===== src/rtl/gdl_consts.svh =====
// constants of the gpib data and line register block
`ifndef GDL_CONSTS_SVH
`define GDL_CONSTS_SVH

// ****************************************
// register offsets on the host port
// ****************************************
`define GDL_OFS_STATUS   3'h0
`define GDL_OFS_CONFIG   3'h1
`define GDL_OFS_PAGED    3'h2
`define GDL_OFS_SAMPLE   3'h3
`define GDL_OFS_PASS     3'h4
`define GDL_OFS_AUX      3'h5
`define GDL_OFS_DATA     3'h7

// ****************************************
// auxiliary command codes
// ****************************************
`define GDL_CMD_PI_ACC   8'h9f
`define GDL_CMD_PI_FORCE 8'h1f
`define GDL_CMD_PI_MATCH 8'h9e
`define GDL_CMD_CLR_PI   8'h9c
`define GDL_CMD_PI_IMR2  8'h1e
`define GDL_CMD_CHIP_RST 8'h02

// ****************************************
// field positions
// ****************************************
`define GDL_CFG_DMA_OUT  7
`define GDL_CFG_DMA_IN   6
`define GDL_CFG_BINARY   4
`define GDL_CFG_TX_END   3
`define GDL_CFG_RX_END   2
`define GDL_ACC_DMA_EN   0
`define GDL_LN_NDAC      5
`define GDL_LN_NRFD      4
`define GDL_LN_EOI       3
`define GDL_LN_SRQ       2
`define GDL_OWN_SEEN     8'h34
`define GDL_SEVEN_MASK   8'h7f
`define GDL_EIGHT_MASK   8'hff

// ****************************************
// reset values
// ****************************************
`define GDL_RST_BYTE     8'h00

`endif


===== src/rtl/gdl_pkg.sv =====
// types of the gpib data and line register block
package gdl_pkg;

  // ****************************************
  // the eight management and handshake lines
  // ****************************************
  typedef struct packed {
    logic atn;
    logic dav;
    logic ndac;
    logic nrfd;
    logic eoi;
    logic srq;
    logic ifc;
    logic ren;
  } gdl_lines_t;

  // ****************************************
  // what sits at the shared paged slot
  // ****************************************
  typedef enum logic [1:0] {
    GDL_PAGE_NONE  = 2'b00,
    GDL_PAGE_ACC   = 2'b01,
    GDL_PAGE_FORCE = 2'b10,
    GDL_PAGE_MATCH = 2'b11
  } gdl_page_t;

endpackage


===== src/rtl/gdl_eos_cmp.sv =====
// end-of-string byte comparator, seven or eight bits
`timescale 1ns/1ns
`default_nettype none
`include "gdl_consts.svh"
module gdl_eos_cmp (
  // compared bytes
  input  wire logic [7:0] byte_in,
  input  wire logic [7:0] match_in,
  // mode
  input  wire logic       binary_compare_select_in,
  // result
  output logic            hit_out
);
  logic [7:0] mask;  // bits taking part

  // bit 7 drops out of both sides in seven-bit mode
  always_comb begin
    mask    = binary_compare_select_in ? `GDL_EIGHT_MASK
                                       : `GDL_SEVEN_MASK;
    hit_out = ((byte_in ^ match_in) & mask) == 8'h00;
  end
endmodule
`default_nettype wire


===== src/rtl/gdl_top.sv =====
// gpib data latches, line force/sample and end-of-string match
`timescale 1ns/1ns
`default_nettype none
`include "gdl_consts.svh"
module gdl_top (
  // clock and reset
  input  wire logic              clk_sys_in,
  input  wire logic              reset_in,
  // host register port, same clock
  input  wire logic [2:0]        host_addr_in,
  input  wire logic              host_rd_in,
  input  wire logic              host_wr_in,
  input  wire logic [7:0]        host_wdata_in,
  input  wire logic              dma_ack_in,
  output logic [7:0]             host_rdata_out,
  output logic                   dma_request_out,
  // interface function side, same clock
  input  wire logic              lacs_in,
  input  wire logic              acds_in,
  input  wire logic              tacs_in,
  input  wire logic              cacs_in,
  input  wire logic              sgns_in,
  input  wire logic              sh_sent_in,
  input  wire gdl_pkg::gdl_lines_t line_drive_in,
  input  wire gdl_pkg::gdl_lines_t line_tx_en_in,
  output gdl_pkg::gdl_lines_t    line_view_out,
  output logic                   nba_out,
  output logic                   rfd_holdoff_out,
  output logic                   byte_out_flag_out,
  output logic                   byte_in_flag_out,
  output logic                   end_flag_out,
  // gpib pins, low level means asserted
  input  wire gdl_pkg::gdl_lines_t line_pin_in,
  output gdl_pkg::gdl_lines_t    line_pin_out,
  output gdl_pkg::gdl_lines_t    line_pin_oe_out,
  input  wire logic [7:0]        dio_pin_in,
  output logic [7:0]             dio_pin_out,
  output logic                   dio_pin_oe_out
);

  // ****************************************
  // state
  // ****************************************
  gdl_pkg::gdl_page_t page_reg;       // occupant of paged slot
  logic [7:0] accessory_reg;          // accessory byte, bit 0 dma master
  logic [7:0] bus_line_force_reg;     // forced line bits
  logic [7:0] end_string_match_reg;   // stored match byte
  logic [7:0] config_reg;             // dma and end-of-string enables
  logic [7:0] data_out_latch_reg;     // pending output byte
  logic [7:0] data_in_latch_reg;      // last received byte
  logic       nba_reg;                // new byte available
  logic       byte_out_flag_reg;      // latch empty while talking
  logic       byte_in_flag_reg;       // byte waiting to be read
  logic       data_in_flag_reg;       // byte captured since last read
  logic       end_flag_reg;           // end-of-string seen
  logic       holdoff_reg;            // ready-for-data holdoff
  logic       dma_request_reg;        // dma request
  logic       capture_d_reg;          // capture condition last cycle
  logic [7:0] rdata_reg;              // read answer
  logic [7:0] line_meta_reg;          // line synchroniser, first stage
  logic [7:0] line_sync_reg;          // line synchroniser, second stage
  logic [7:0] dio_meta_reg;           // dio synchroniser, first stage
  logic [7:0] dio_sync_reg;           // dio synchroniser, second stage
  logic [7:0] view_reg;               // line values seen inside
  logic [7:0] pin_oe_reg;             // line pin enables
  logic [7:0] dio_out_reg;            // dio pin levels
  logic       dio_oe_reg;             // dio pin enable

  // ****************************************
  // decode
  // ****************************************
  logic       wr_aux;                 // auxiliary command write
  logic       wr_paged;               // write to shared slot
  logic       wr_data;                // host or dma write of output byte
  logic       rd_data;                // host or dma read of input byte
  logic       rd_status;              // status read
  logic       chip_rst;               // chip reset command
  logic       capture;                // listener accepting
  logic       capture_rise;           // first cycle of a capture
  logic       byte_out_set;           // byte out set term
  logic       dma_master_enable;      // dma master enable
  logic [7:0] rx_lines;               // asserted levels from pins
  logic [7:0] tx_en;                  // transmit enables
  logic [7:0] drive_val;              // value offered to each line
  logic [7:0] sample_val;             // transceiver-side sample
  logic       rx_hit;                 // received byte matches
  logic       tx_hit;                 // output byte matches

  // host strobes; a dma cycle ignores the address
  always_comb begin
    wr_aux    = host_wr_in && !dma_ack_in &&
                host_addr_in == `GDL_OFS_AUX;
    wr_paged  = host_wr_in && !dma_ack_in &&
                host_addr_in == `GDL_OFS_PAGED;
    wr_data   = host_wr_in &&
                (dma_ack_in || host_addr_in == `GDL_OFS_DATA);
    rd_data   = host_rd_in &&
                (dma_ack_in || host_addr_in == `GDL_OFS_DATA);
    rd_status = host_rd_in && !dma_ack_in &&
                host_addr_in == `GDL_OFS_STATUS;
    chip_rst  = wr_aux && host_wdata_in == `GDL_CMD_CHIP_RST;
  end

  // listener capture and talker empty-latch terms
  always_comb begin
    capture           = lacs_in && acds_in;
    capture_rise      = capture && !capture_d_reg;
    byte_out_set      = (cacs_in || tacs_in) && sgns_in && !nba_reg;
    dma_master_enable = accessory_reg[`GDL_ACC_DMA_EN];
  end

  // line values: force reaches the sample and the pin enable only where the line transmits
  always_comb begin
    rx_lines   = ~line_sync_reg;
    tx_en      = line_tx_en_in;
    drive_val  = line_drive_in | bus_line_force_reg;
    drive_val[`GDL_LN_EOI] = drive_val[`GDL_LN_EOI] ||
      (tacs_in && config_reg[`GDL_CFG_TX_END] && nba_reg &&
       tx_hit);
    sample_val = (tx_en & drive_val) | (~tx_en & rx_lines);
  end

  // ****************************************
  // end-of-string comparators
  // ****************************************
  gdl_eos_cmp u_rx_cmp (
    .byte_in                  (dio_sync_reg ^ `GDL_EIGHT_MASK),
    .match_in                 (end_string_match_reg),
    .binary_compare_select_in (config_reg[`GDL_CFG_BINARY]),
    .hit_out                  (rx_hit)
  );
  gdl_eos_cmp u_tx_cmp (
    .byte_in                  (data_out_latch_reg),
    .match_in                 (end_string_match_reg),
    .binary_compare_select_in (config_reg[`GDL_CFG_BINARY]),
    .hit_out                  (tx_hit)
  );

  // ****************************************
  // synchronisers
  // ****************************************

  // pins cross into the clock domain over two stages
  always_ff @(posedge clk_sys_in or posedge reset_in) begin
    if (reset_in) begin
      line_meta_reg <= `GDL_EIGHT_MASK;
      line_sync_reg <= `GDL_EIGHT_MASK;
      dio_meta_reg  <= `GDL_EIGHT_MASK;
      dio_sync_reg  <= `GDL_EIGHT_MASK;
    end else begin
      line_meta_reg <= line_pin_in;
      line_sync_reg <= line_meta_reg;
      dio_meta_reg  <= dio_pin_in;
      dio_sync_reg  <= dio_meta_reg;
    end
  end

  // ****************************************
  // paging and configuration
  // ****************************************

  // paged slot occupant, held until a new command
  always_ff @(posedge clk_sys_in or posedge reset_in) begin
    if (reset_in) begin
      page_reg <= gdl_pkg::GDL_PAGE_NONE;
    end else if (wr_aux) begin
      case (host_wdata_in)
        `GDL_CMD_PI_ACC:   page_reg <= gdl_pkg::GDL_PAGE_ACC;
        `GDL_CMD_PI_FORCE: page_reg <= gdl_pkg::GDL_PAGE_FORCE;
        `GDL_CMD_PI_MATCH: page_reg <= gdl_pkg::GDL_PAGE_MATCH;
        `GDL_CMD_PI_IMR2:  page_reg <= gdl_pkg::GDL_PAGE_NONE;
        `GDL_CMD_CLR_PI:   page_reg <= gdl_pkg::GDL_PAGE_NONE;
        `GDL_CMD_CHIP_RST: page_reg <= gdl_pkg::GDL_PAGE_NONE;
        default:           page_reg <= page_reg;
      endcase
    end
  end

  // paged registers; with nothing paged a write is dropped
  always_ff @(posedge clk_sys_in or posedge reset_in) begin
    if (reset_in) begin
      accessory_reg        <= `GDL_RST_BYTE;
      bus_line_force_reg   <= `GDL_RST_BYTE;
      end_string_match_reg <= `GDL_RST_BYTE;
    end else if (wr_paged) begin
      case (page_reg)
        gdl_pkg::GDL_PAGE_ACC:   accessory_reg <= host_wdata_in;
        gdl_pkg::GDL_PAGE_FORCE: bus_line_force_reg <= host_wdata_in;
        gdl_pkg::GDL_PAGE_MATCH: end_string_match_reg <= host_wdata_in;
        default:                accessory_reg <= accessory_reg;
      endcase
    end
  end

  // enable bits for dma and end-of-string
  always_ff @(posedge clk_sys_in or posedge reset_in) begin
    if (reset_in) begin
      config_reg <= `GDL_RST_BYTE;
    end else if (host_wr_in && !dma_ack_in &&
                 host_addr_in == `GDL_OFS_CONFIG) begin
      config_reg <= host_wdata_in;
    end
  end

  // ****************************************
  // data latches, kept apart
  // ****************************************

  // output byte, touched only by output writes
  always_ff @(posedge clk_sys_in or posedge reset_in) begin
    if (reset_in) begin
      data_out_latch_reg <= `GDL_RST_BYTE;
    end else if (wr_data) begin
      data_out_latch_reg <= host_wdata_in;
    end
  end

  // input byte follows the dio lines while capturing
  always_ff @(posedge clk_sys_in or posedge reset_in) begin
    if (reset_in) begin
      data_in_latch_reg <= `GDL_RST_BYTE;
      capture_d_reg     <= 1'b0;
    end else begin
      capture_d_reg <= capture;
      if (capture) begin
        data_in_latch_reg <= ~dio_sync_reg;
      end
    end
  end

  // ****************************************
  // handshake messages and flags
  // ****************************************

  // new byte available: set by output write, cleared when sent
  always_ff @(posedge clk_sys_in or posedge reset_in) begin
    if (reset_in) begin
      nba_reg <= 1'b0;
    end else if (wr_data) begin
      nba_reg <= 1'b1;
    end else if (sh_sent_in || chip_rst) begin
      nba_reg <= 1'b0;
    end
  end

  // byte out flag; a set beats a clear
  always_ff @(posedge clk_sys_in or posedge reset_in) begin
    if (reset_in) begin
      byte_out_flag_reg <= 1'b0;
    end else if (byte_out_set) begin
      byte_out_flag_reg <= 1'b1;
    end else if (wr_data || chip_rst) begin
      byte_out_flag_reg <= 1'b0;
    end
  end

  // byte in, data in and end flags; a set beats a clear
  always_ff @(posedge clk_sys_in or posedge reset_in) begin
    if (reset_in) begin
      byte_in_flag_reg <= 1'b0;
      data_in_flag_reg <= 1'b0;
      end_flag_reg     <= 1'b0;
    end else begin
      if (capture_rise) begin
        byte_in_flag_reg <= 1'b1;
        data_in_flag_reg <= 1'b1;
      end else if (rd_data || rd_status || chip_rst) begin
        byte_in_flag_reg <= 1'b0;
        data_in_flag_reg <= rd_data ? 1'b0 : data_in_flag_reg;
      end
      if (capture_rise && config_reg[`GDL_CFG_RX_END] && rx_hit) begin
        end_flag_reg <= 1'b1;
      end else if (rd_status || chip_rst) begin
        end_flag_reg <= 1'b0;
      end
    end
  end

  // ready-for-data holdoff from capture until the byte is read
  always_ff @(posedge clk_sys_in or posedge reset_in) begin
    if (reset_in) begin
      holdoff_reg <= 1'b0;
    end else if (capture_rise) begin
      holdoff_reg <= 1'b1;
    end else if (rd_data || chip_rst) begin
      holdoff_reg <= 1'b0;
    end
  end

  // dma request, dropped by a data cycle unless that path is off
  always_ff @(posedge clk_sys_in or posedge reset_in) begin
    if (reset_in) begin
      dma_request_reg <= 1'b0;
    end else if (dma_master_enable &&
                 ((config_reg[`GDL_CFG_DMA_OUT] && tacs_in &&
                   byte_out_set) ||
                  (config_reg[`GDL_CFG_DMA_IN] && capture_rise))) begin
      dma_request_reg <= 1'b1;
    end else if (wr_data &&
                 !(dma_master_enable && !config_reg[`GDL_CFG_DMA_OUT])) begin
      dma_request_reg <= 1'b0;
    end else if (rd_data &&
                 !(dma_master_enable && !config_reg[`GDL_CFG_DMA_IN])) begin
      dma_request_reg <= 1'b0;
    end else if (chip_rst) begin
      dma_request_reg <= 1'b0;
    end
  end

  // ****************************************
  // host read answer
  // ****************************************

  // answer sampled in the read cycle, shown the next
  always_ff @(posedge clk_sys_in or posedge reset_in) begin
    if (reset_in) begin
      rdata_reg <= `GDL_RST_BYTE;
    end else if (host_rd_in) begin
      if (rd_data) begin
        rdata_reg <= data_in_latch_reg;
      end else begin
        case (host_addr_in)
          `GDL_OFS_STATUS: rdata_reg <= {2'b00, byte_in_flag_reg,
                                         byte_out_flag_reg, end_flag_reg,
                                         data_in_flag_reg, nba_reg,
                                         holdoff_reg};
          `GDL_OFS_SAMPLE: rdata_reg <= sample_val;
          `GDL_OFS_PASS:   rdata_reg <= ~dio_sync_reg;
          `GDL_OFS_PAGED:  rdata_reg <= (page_reg == gdl_pkg::GDL_PAGE_FORCE)
                                        ? sample_val : `GDL_RST_BYTE;
          default:         rdata_reg <= `GDL_RST_BYTE;
        endcase
      end
    end
  end

  // ****************************************
  // pin and view outputs
  // ****************************************

  // lines: enable only where transmitting; view is rx, force or own ndac/nrfd/srq drive
  always_ff @(posedge clk_sys_in or posedge reset_in) begin
    if (reset_in) begin
      pin_oe_reg <= `GDL_RST_BYTE;
      view_reg   <= `GDL_RST_BYTE;
    end else begin
      pin_oe_reg <= tx_en & drive_val;
      view_reg   <= rx_lines | bus_line_force_reg |
                    (line_drive_in & `GDL_OWN_SEEN);
    end
  end

  // dio levels follow host data in a write cycle
  always_ff @(posedge clk_sys_in or posedge reset_in) begin
    if (reset_in) begin
      dio_out_reg <= `GDL_EIGHT_MASK;
      dio_oe_reg  <= 1'b0;
    end else begin
      dio_out_reg <= ~(wr_data ? host_wdata_in
                               : data_out_latch_reg);
      dio_oe_reg  <= tacs_in || cacs_in;
    end
  end

  assign host_rdata_out    = rdata_reg;
  assign dma_request_out   = dma_request_reg;
  assign line_view_out     = view_reg;
  assign nba_out           = nba_reg;
  assign rfd_holdoff_out   = holdoff_reg;
  assign byte_out_flag_out = byte_out_flag_reg;
  assign byte_in_flag_out  = byte_in_flag_reg;
  assign end_flag_out      = end_flag_reg;
  assign line_pin_out      = `GDL_RST_BYTE;
  assign line_pin_oe_out   = pin_oe_reg;
  assign dio_pin_out       = dio_out_reg;
  assign dio_pin_oe_out    = dio_oe_reg;
endmodule
`default_nettype wire

===== config.mk =====
export PLATFORM = sky130hd
export DESIGN_NAME = gdl_top
export DESIGN_NICKNAME = d
export VERILOG_FILES = /design/src/rtl/gdl_pkg.sv /design/src/rtl/gdl_eos_cmp.sv /design/src/rtl/gdl_top.sv
export VERILOG_INCLUDE_DIRS = /design/src /design/src/rtl
export SDC_FILE = /design/constraint.sdc
export NUM_CORES = 1
export LEC_CHECK = 0
export BUFFER_PORTS_ARGS = -buffer_cell sky130_fd_sc_hd__buf_2
export CAP_MARGIN = 15
export CORE_ASPECT_RATIO = 1.4
export CORE_MARGIN = 5
export CORE_UTILIZATION = 58
export DETAILED_ROUTE_END_ITERATION = 8
export GPL_TIMING_DRIVEN = 1
export PLACE_DENSITY_LB_ADDON = 0.15
export SYNTH_ARGS = -nofsm -noshare
export SYNTH_HDL_FRONTEND = slang
export SYNTH_SLANG_ARGS = --single-unit

===== constraint.sdc =====
create_clock -name clk_sys_in -period 11.5 [get_ports clk_sys_in]
set_clock_uncertainty 0.1 [all_clocks]
set_input_delay 2.3 -clock clk_sys_in [delete_from_list [all_inputs] [get_ports clk_sys_in]]
set_output_delay 2.3 -clock clk_sys_in [all_outputs]
set_load 0.01 [all_outputs]

==> impl_metrics.py, run 1 <==
metrics = {
    "route": {
        "antenna_left": 0,
        "avgRoutedWirePerCell_um": 18.2,
        "drcViolationCount": 0,
        "dr.pass1.iters": 5,
        "wl_um": 10400,
        "vias_per_cell": 5.51,
        "drt_iter0_drc": 169,
        "vias": 3160,
    },
    "setup_path": {
        "rrSetupSlack_ns": 9.62,
        "critPathCaptureType": "output pin",
        "crit_type": "register to output pin",
        "reg2reg_from": "page_reg[1]",
        "crit_path_start_kind": "register",
        "cp.depth": 1,
        "cp_max_fo": 1,
        "critical_path.max_stage_delay_ns": 0.52,
        "crit_start": "dio_pin_out[6]",
        "reg2reg_to": "host_rdata_out[5]",
        "cp_top_family": "flip-flops",
        "worstPathRequired_ns": 9.10,
        "crit_path_end": "dio_pin_out[6]",
        "cp.arrival_ns": 1.16,
        "critical_path_buf_inv_count": 1,
        "path_cells": "buf_2",
        "worst_path_max_delay_cell": "dfstp_2",
        "reg2regPathDepth": 4,
    },
    "placement": {
        "place_inst": 539,
        "dpl.hpwl_um": 7420,
        "routabilityCongestion": 0.834,
        "dp_slack_ns": 7.45,
        "io_buffers": 92,
    },
    "sta": {
        "worst_slack_ns": 7.94,
        "slew_headroom": 0.556,
        "max_freq_mhz": 281,
        "maxSlewViolCount": 0,
        "rsz0062_at_grt": "false",
        "fin_crit_sh": 0.309,
        "min_period_ns": 3.56,
        "hold_viol": 0,
        "tns_ns": 0,
        "tightest_slew_ns": 0.665,
        "setup_violations": 0,
    },
    "yosys": {
        "synth_top_family_by_area": "simple AND/OR/NAND/NOR gates",
        "syn_area_sq_um": 4550,
        "synth_compound_area_frac": 0.109,
        "synthTopCellsByArea": "dfrtp_1, dfstp_2, mux2_2",
        "ys_seq_area_frac": 0.633,
        "yosys.area_share.simple": 0.111,
        "synth_area_leader_cell": "dfrtp_1",
        "synthXorXnorAreaFrac": 0.0328,
        "synthArstFlopShare": 1.00,
        "ys_ff_latch": 113,
        "synth_edf_count": 0,
        "synth-main-ff-cell": "dfrtp_1",
        "ys_warn_count": 0,
        "synth.area.mux_share": 0.0740,
        "synth.top_cell.area_share": 0.402,
        "synth_cells": 357,
        "synth_fa_ha_area_frac": 0,
        "syn_area_per_cell_sq_um": 12.7,
        "synth.distinct_cells": 47,
    },
    "floorplanning": {
        "io_pins": 101,
        "core_area_sq_um": 7700,
        "dieWidth_um": 84.8,
        "die_area_sq_um": 9730,
        "die_y_um": 115,
        "start_util": 0.590,
        "num_rows": 38,
    },
    "clock_network": {
        "cts_hold_buf": 0,
        "cts_root_buf": "clkbuf_8",
        "numCtsBuffers": 17,
        "clk_latency_ns": 0.52,
        "clock_tree.buffer_depth": 2,
        "htree_levels": 4,
        "cts_resized": 0,
        "clk_pin_slew_worst_paths_ns": 0.05,
        "clock_sinks": 113,
        "cts_setup_buffers": 0,
        "cts_tree": "built",
    },
    "power": {
        "cellLeakagePower_nw": 2.70,
        "peakVddDrop_mv": 0.122,
        "pwr_density_cell_nw_per_um2": 198,
        "total_power_mw": 1.13,
    },
    "layout": {
        "fill_cells": 544,
        "area_delta_synth_final_pct": 25.4,
        "drive_gt1_frac": 0.417,
        "fin_cells": 573,
        "fin_nets": 513,
    },
    "grt": {
        "antenna_found_initial": 1,
        "grt_pass1_wl_um": 16900,
        "grt_max_degree": 94,
        "track_usage": 0.233,
        "grt_pass1_vias": 3303,
        "overflow": 0,
    },
    "min_path": {
        "hold_class": "register to register",
    },
    "outcome": {
        "outcome": "complete, no violations",
    },
    "flow_run": {
        "drv_cap": 0,
    },
}
## stage by stage
stage / hold slack [ns] / area [sq um] / utilization
global placement: 0.246 / 5050 / 0.656
floorplan: 0.245 / 4570 / -
global route: 0.256 / 5700 / 0.740
detailed placement: 0.247 / 5050 / 0.656
CTS: 0.254 / 5680 / 0.737
finish: 0.254 / 5700 / 0.740
## cell usage in the layout, fill, tap and decap left out, types with 2 or more instances in the layout
cell type,count
conb_1,8
clkbuf_8,5
nand2b_1,6
nand3_4,2
nor4_1,4
clkbuf_16,16
dfstp_2,40
nand4_1,5
o21ai_0,16
mux2_2,21
nor2_1,21
nand3_1,6
o221ai_1,7
a21oi_1,14
and2b_1,2
xnor2_1,5
nand3b_1,3
mux2i_1,10
clkinvlp_4,2
clkinv_2,4
nor2b_1,11
inv_1,15
xor2_1,12
dfrtp_1,73
bufinv_16,4
a21o_1,8
nand2_1,21
o211ai_1,4
buf_2,92
o21a_1,9
a31o_2,4
## Yosys cell counts, types with 3 or more instances
cell / instances
o21a_1: 9
inv_1: 16
nand2_1: 21
dfrtp_1: 73
nor2b_1: 11
buf_2: 6
buf_4: 9
xor2_1: 12
mux2_2: 21
nand2b_1: 6
nor2_1: 21
dfstp_2: 40
o21ai_0: 16
nand3_1: 6
nor4_1: 4
mux2i_1: 10
nand4_1: 5
a21o_1: 8
xnor2_1: 5
nand3b_1: 3
a31o_2: 4
o211ai_1: 4
o221ai_1: 7
a21oi_1: 14
## report_power, final
group	switching [mW]	total (mW)	internal [mW]
Sequential	0.0290	0.475	0.446
Clock	0.171	0.544	0.373
Combinational	0.0610	0.112	0.0514
## per-layer routing
metal / up-vias / track usage / routed length, um
li1: 1448 / - / -
met4: 0 / 0.113 / 256
met2: 108 / 0.389 / 5470
met5: - / 0 / 0
met3: 25 / 0.0774 / 648
met1: 1579 / 0.272 / 4040
## area by class of cell
cell class,instances,area (sq um),area share
sequential,113,2880,0.505
multi-input combinational,217,1520,0.266
timing repair buffer,94,488,0.0856
clock buffer,22,473,0.0829
clock inverter,10,155,0.0272
tap,100,125,0.0219
inverter,16,62.6,0.0110
antenna,1,2.50,0.000439
## how the worst min path moves through the flow
| stage | startpoint | end | slack (ns) | cells past startpoint |
|---|---|---|---|---|
| CTS | dio_meta_reg[2] | dio_sync_reg[2] | 0.25 | 0 |
| global placement | dio_meta_reg[5] | dio_sync_reg[5] | 0.25 | 0 |
| detailed placement | dio_meta_reg[0] | dio_sync_reg[0] | 0.25 | 0 |
| floorplan | dio_meta_reg[0] | dio_sync_reg[0] | 0.25 | 0 |
| finish | dio_meta_reg[0] | dio_sync_reg[0] | 0.25 | 0 |
| global route | dio_meta_reg[0] | dio_sync_reg[0] | 0.26 | 0 |
## logic make-up after synthesis
family,after synthesis
AND/OR/NAND/NOR,89
other,1
flip-flops,113
buffers and inverters,34
XOR/XNOR,17
AO/OA/AOI/OAI,72
multiplexers,31
Power figures use the tool's default switching activity.
==> inputs of run 2 (changes only) <==
--- a/config.mk
+++ b/config.mk
@@ -6,11 +6,12 @@
 export SDC_FILE = /design/constraint.sdc
 export NUM_CORES = 1
 export LEC_CHECK = 0
+export ABC_AREA = 1
 export BUFFER_PORTS_ARGS = -buffer_cell sky130_fd_sc_hd__buf_2
 export CAP_MARGIN = 15
 export CORE_ASPECT_RATIO = 1.4
 export CORE_MARGIN = 5
-export CORE_UTILIZATION = 58
+export CORE_UTILIZATION = 54
 export DETAILED_ROUTE_END_ITERATION = 8
 export GPL_TIMING_DRIVEN = 1
 export PLACE_DENSITY_LB_ADDON = 0.15
==> constraint.sdc (replaced) <==
create_clock -name clk_sys_in -period 3.45 [get_ports clk_sys_in]
set_clock_uncertainty 0.1 [all_clocks]
set_input_delay 0.69 -clock clk_sys_in [delete_from_list [all_inputs] [get_ports clk_sys_in]]
set_output_delay 0.69 -clock clk_sys_in [all_outputs]
set_load 0.01 [all_outputs]
==> impl_metrics.py, run 2 <==
metrics = {
    "layout": {
        "mostFrequentLayoutCells": "nand2_1, buf_2, dfrtp_1, inv_1, dfstp_2",
        "fin_nets": 619,
        "diodes": 0,
        "fin_cells": 680,
        "multiInputGateArea_sq_um": 1360,
        "seqCellArea_sq_um": 2880,
        "fill_cells": 633,
        "area_delta_synth_final_pct": 24.1,
        "drive_gt1_frac": 0.343,
        "final_common_cell": "nand2_1",
    },
    "placement": {
        "dp_slack_ns": 1.22,
        "io_buffers": 92,
        "place_inst": 648,
        "dpl.hpwl_um": 8180,
        "routabilityCongestion": 0.880,
    },
    "route": {
        "drt_iter0_drc": 179,
        "avgRoutedWirePerCell_um": 16.2,
        "vias_per_cell": 5.19,
        "antenna_left": 0,
        "drcViolationCount": 0,
        "dr.pass1.iters": 4,
        "wl_um": 11000,
        "vias": 3526,
    },
    "yosys": {
        "synthTopCellsByArea": "dfrtp_1, dfstp_2, nand2_1",
        "synthArstFlopShare": 1.00,
        "synth_edf_count": 0,
        "syn_area_sq_um": 4570,
        "synth.top_cell.area_share": 0.399,
        "synth_most_common_cell": "nand2_1",
        "synth_cells": 458,
        "syn_area_per_cell_sq_um": 9.99,
        "synth-main-ff-cell": "dfrtp_1",
        "ys_warn_count": 0,
        "synth.distinct_cells": 35,
        "ys_seq_area_frac": 0.629,
        "synth_area_leader_cell": "dfrtp_1",
        "ys_ff_latch": 113,
        "synth_common_cells": "nand2_1, dfrtp_1, inv_1, dfstp_2, o21ai_0",
    },
    "power": {
        "cellLeakagePower_nw": 2.78,
        "peakVddDrop_mv": 0.453,
        "pwr_density_cell_nw_per_um2": 606,
    },
    "clock_network": {
        "cts_resized": 0,
        "clock_tree.buffer_depth": 2,
        "clk_pin_slew_worst_paths_ns": 0.05,
        "cts_setup_buffers": 0,
        "numCtsBuffers": 17,
        "cts_hold_buf": 0,
        "cts_tree": "built",
        "htree_levels": 4,
        "clk_latency_ns": 0.42,
        "clock_sinks": 113,
        "cts_root_buf": "clkbuf_16",
    },
    "floorplanning": {
        "start_util": 0.558,
        "dieWidth_um": 87.8,
        "io_pins": 101,
        "num_rows": 39,
        "core_area_sq_um": 8200,
        "die_area_sq_um": 10400,
        "die_y_um": 119,
    },
    "setup_path": {
        "crit_path_start_kind": "input port",
        "critPathCaptureType": "register",
        "worstPathRequired_ns": 3.63,
        "cp.arrival_ns": 2.04,
        "crit_type": "input port to register",
        "cp_max_fo": 3,
    },
    "sta": {
        "fin_crit_sh": 0.538,
        "rsz0062_at_grt": "false",
        "worst_slack_ns": 1.59,
        "min_period_ns": 1.86,
        "tns_ns": 0,
        "maxSlewViolCount": 0,
        "hold_viol": 0,
        "slew_headroom": 0.545,
        "tightest_slew_ns": 0.683,
        "setup_violations": 0,
        "max_freq_mhz": 539,
    },
    "min_path": {
        "hold_class": "input port to asynchronous set/reset pin",
    },
    "grt": {
        "track_usage": 0.231,
        "grt_pass1_wl_um": 18100,
        "antenna_found_initial": 0,
        "overflow": 0,
        "grt_max_degree": 46,
        "grt_pass1_vias": 3664,
    },
    "outcome": {
        "outcome": "complete, no violations",
    },
    "flow_run": {
        "drv_cap": 0,
    },
}
[run 2: cell count changes after synthesis, moves of 10 or more]
| cell | before | now |
|---|---|---|
| xor2_1 | 12 | 0 |
| mux2i_1 | 10 | 0 |
| o21ai_0 | 16 | 35 |
| nor2b_1 | 11 | 0 |
| inv_1 | 16 | 60 |
| nor2_1 | 21 | 33 |
| nand2_1 | 21 | 97 |
| mux2_2 | 21 | 0 |
| o21ai_2 | 0 | 14 |
[run 2: final cells by class]
cell class,count,share of cell area
sequential,113,0.507
multi-input combinational,271,0.239
clock buffer,27,0.0939
timing repair buffer,96,0.0886
inverter,66,0.0443
tap,102,0.0225
clock inverter,5,0.00441
[run 2: critical path: stages]
cell and delay (ns):
buf_2 0.07, inv_1 0.07, nor2_1 0.15, inv_1 0.10
nor4_1 0.46, nand2_1 0.20, o31ai_1 0.15, o32ai_1 0.13
[run 2: final timing paths]
path	from	slack, ns	to	depth (start not counted)
worst max-delay path	host_wr_in	1.59	end_flag_out	8
worst min-delay path	reset_in	0.21	line_view_out[4]	2
worst max register to register	end_string_match_reg[6]	1.89	host_rdata_out[3]	11
worst min register to register	line_meta_reg[6]	0.25	line_sync_reg[6]	0
max in group asynchronous	reset_in	2.30	dio_meta_reg[5]	3
min in group clk_sys_in	line_meta_reg[6]	0.25	line_sync_reg[6]	0
[run 2: logic make-up after synthesis]
kind of cell	synth area share
AOI/OAI and AO/OA	0.130
xor gates and xnor gates	0.0115
buffers and inverters	0.0793
DFF	0.629
other	0.000820
and+or+nand+nor	0.149
[run 2: per-layer routing]
metal,track usage,wire [um],share of wire,vias up
li1,-,-,-,1679
met1,0.270,4190,0.38,1709
met2,0.378,5740,0.52,118
met3,0.0912,757,0.069,20
met4,0.0873,295,0.027,0
met5,0,0,0,-
[run 2: power breakdown]
part	total, mW	leakage [nW]	internal, mW	switching [mW]
clock network	1.61	0.283	1.04	0.563
registers	1.51	1.33	1.46	0.0534
logic	0.325	1.17	0.123	0.202
total	3.44	2.78	2.62	0.819
[run 2: through the flow]
stage	power, mW	hold WS (ns)	cell area [sq um]	utilization
floorplan	1.71	0.245	4600	-
global placement	1.84	0.246	5120	0.624
detailed placement	1.85	0.247	5120	0.624
CTS	3.46	0.221	5680	0.692
global route	3.58	0.235	5680	0.692
finish	3.44	0.209	5680	0.692
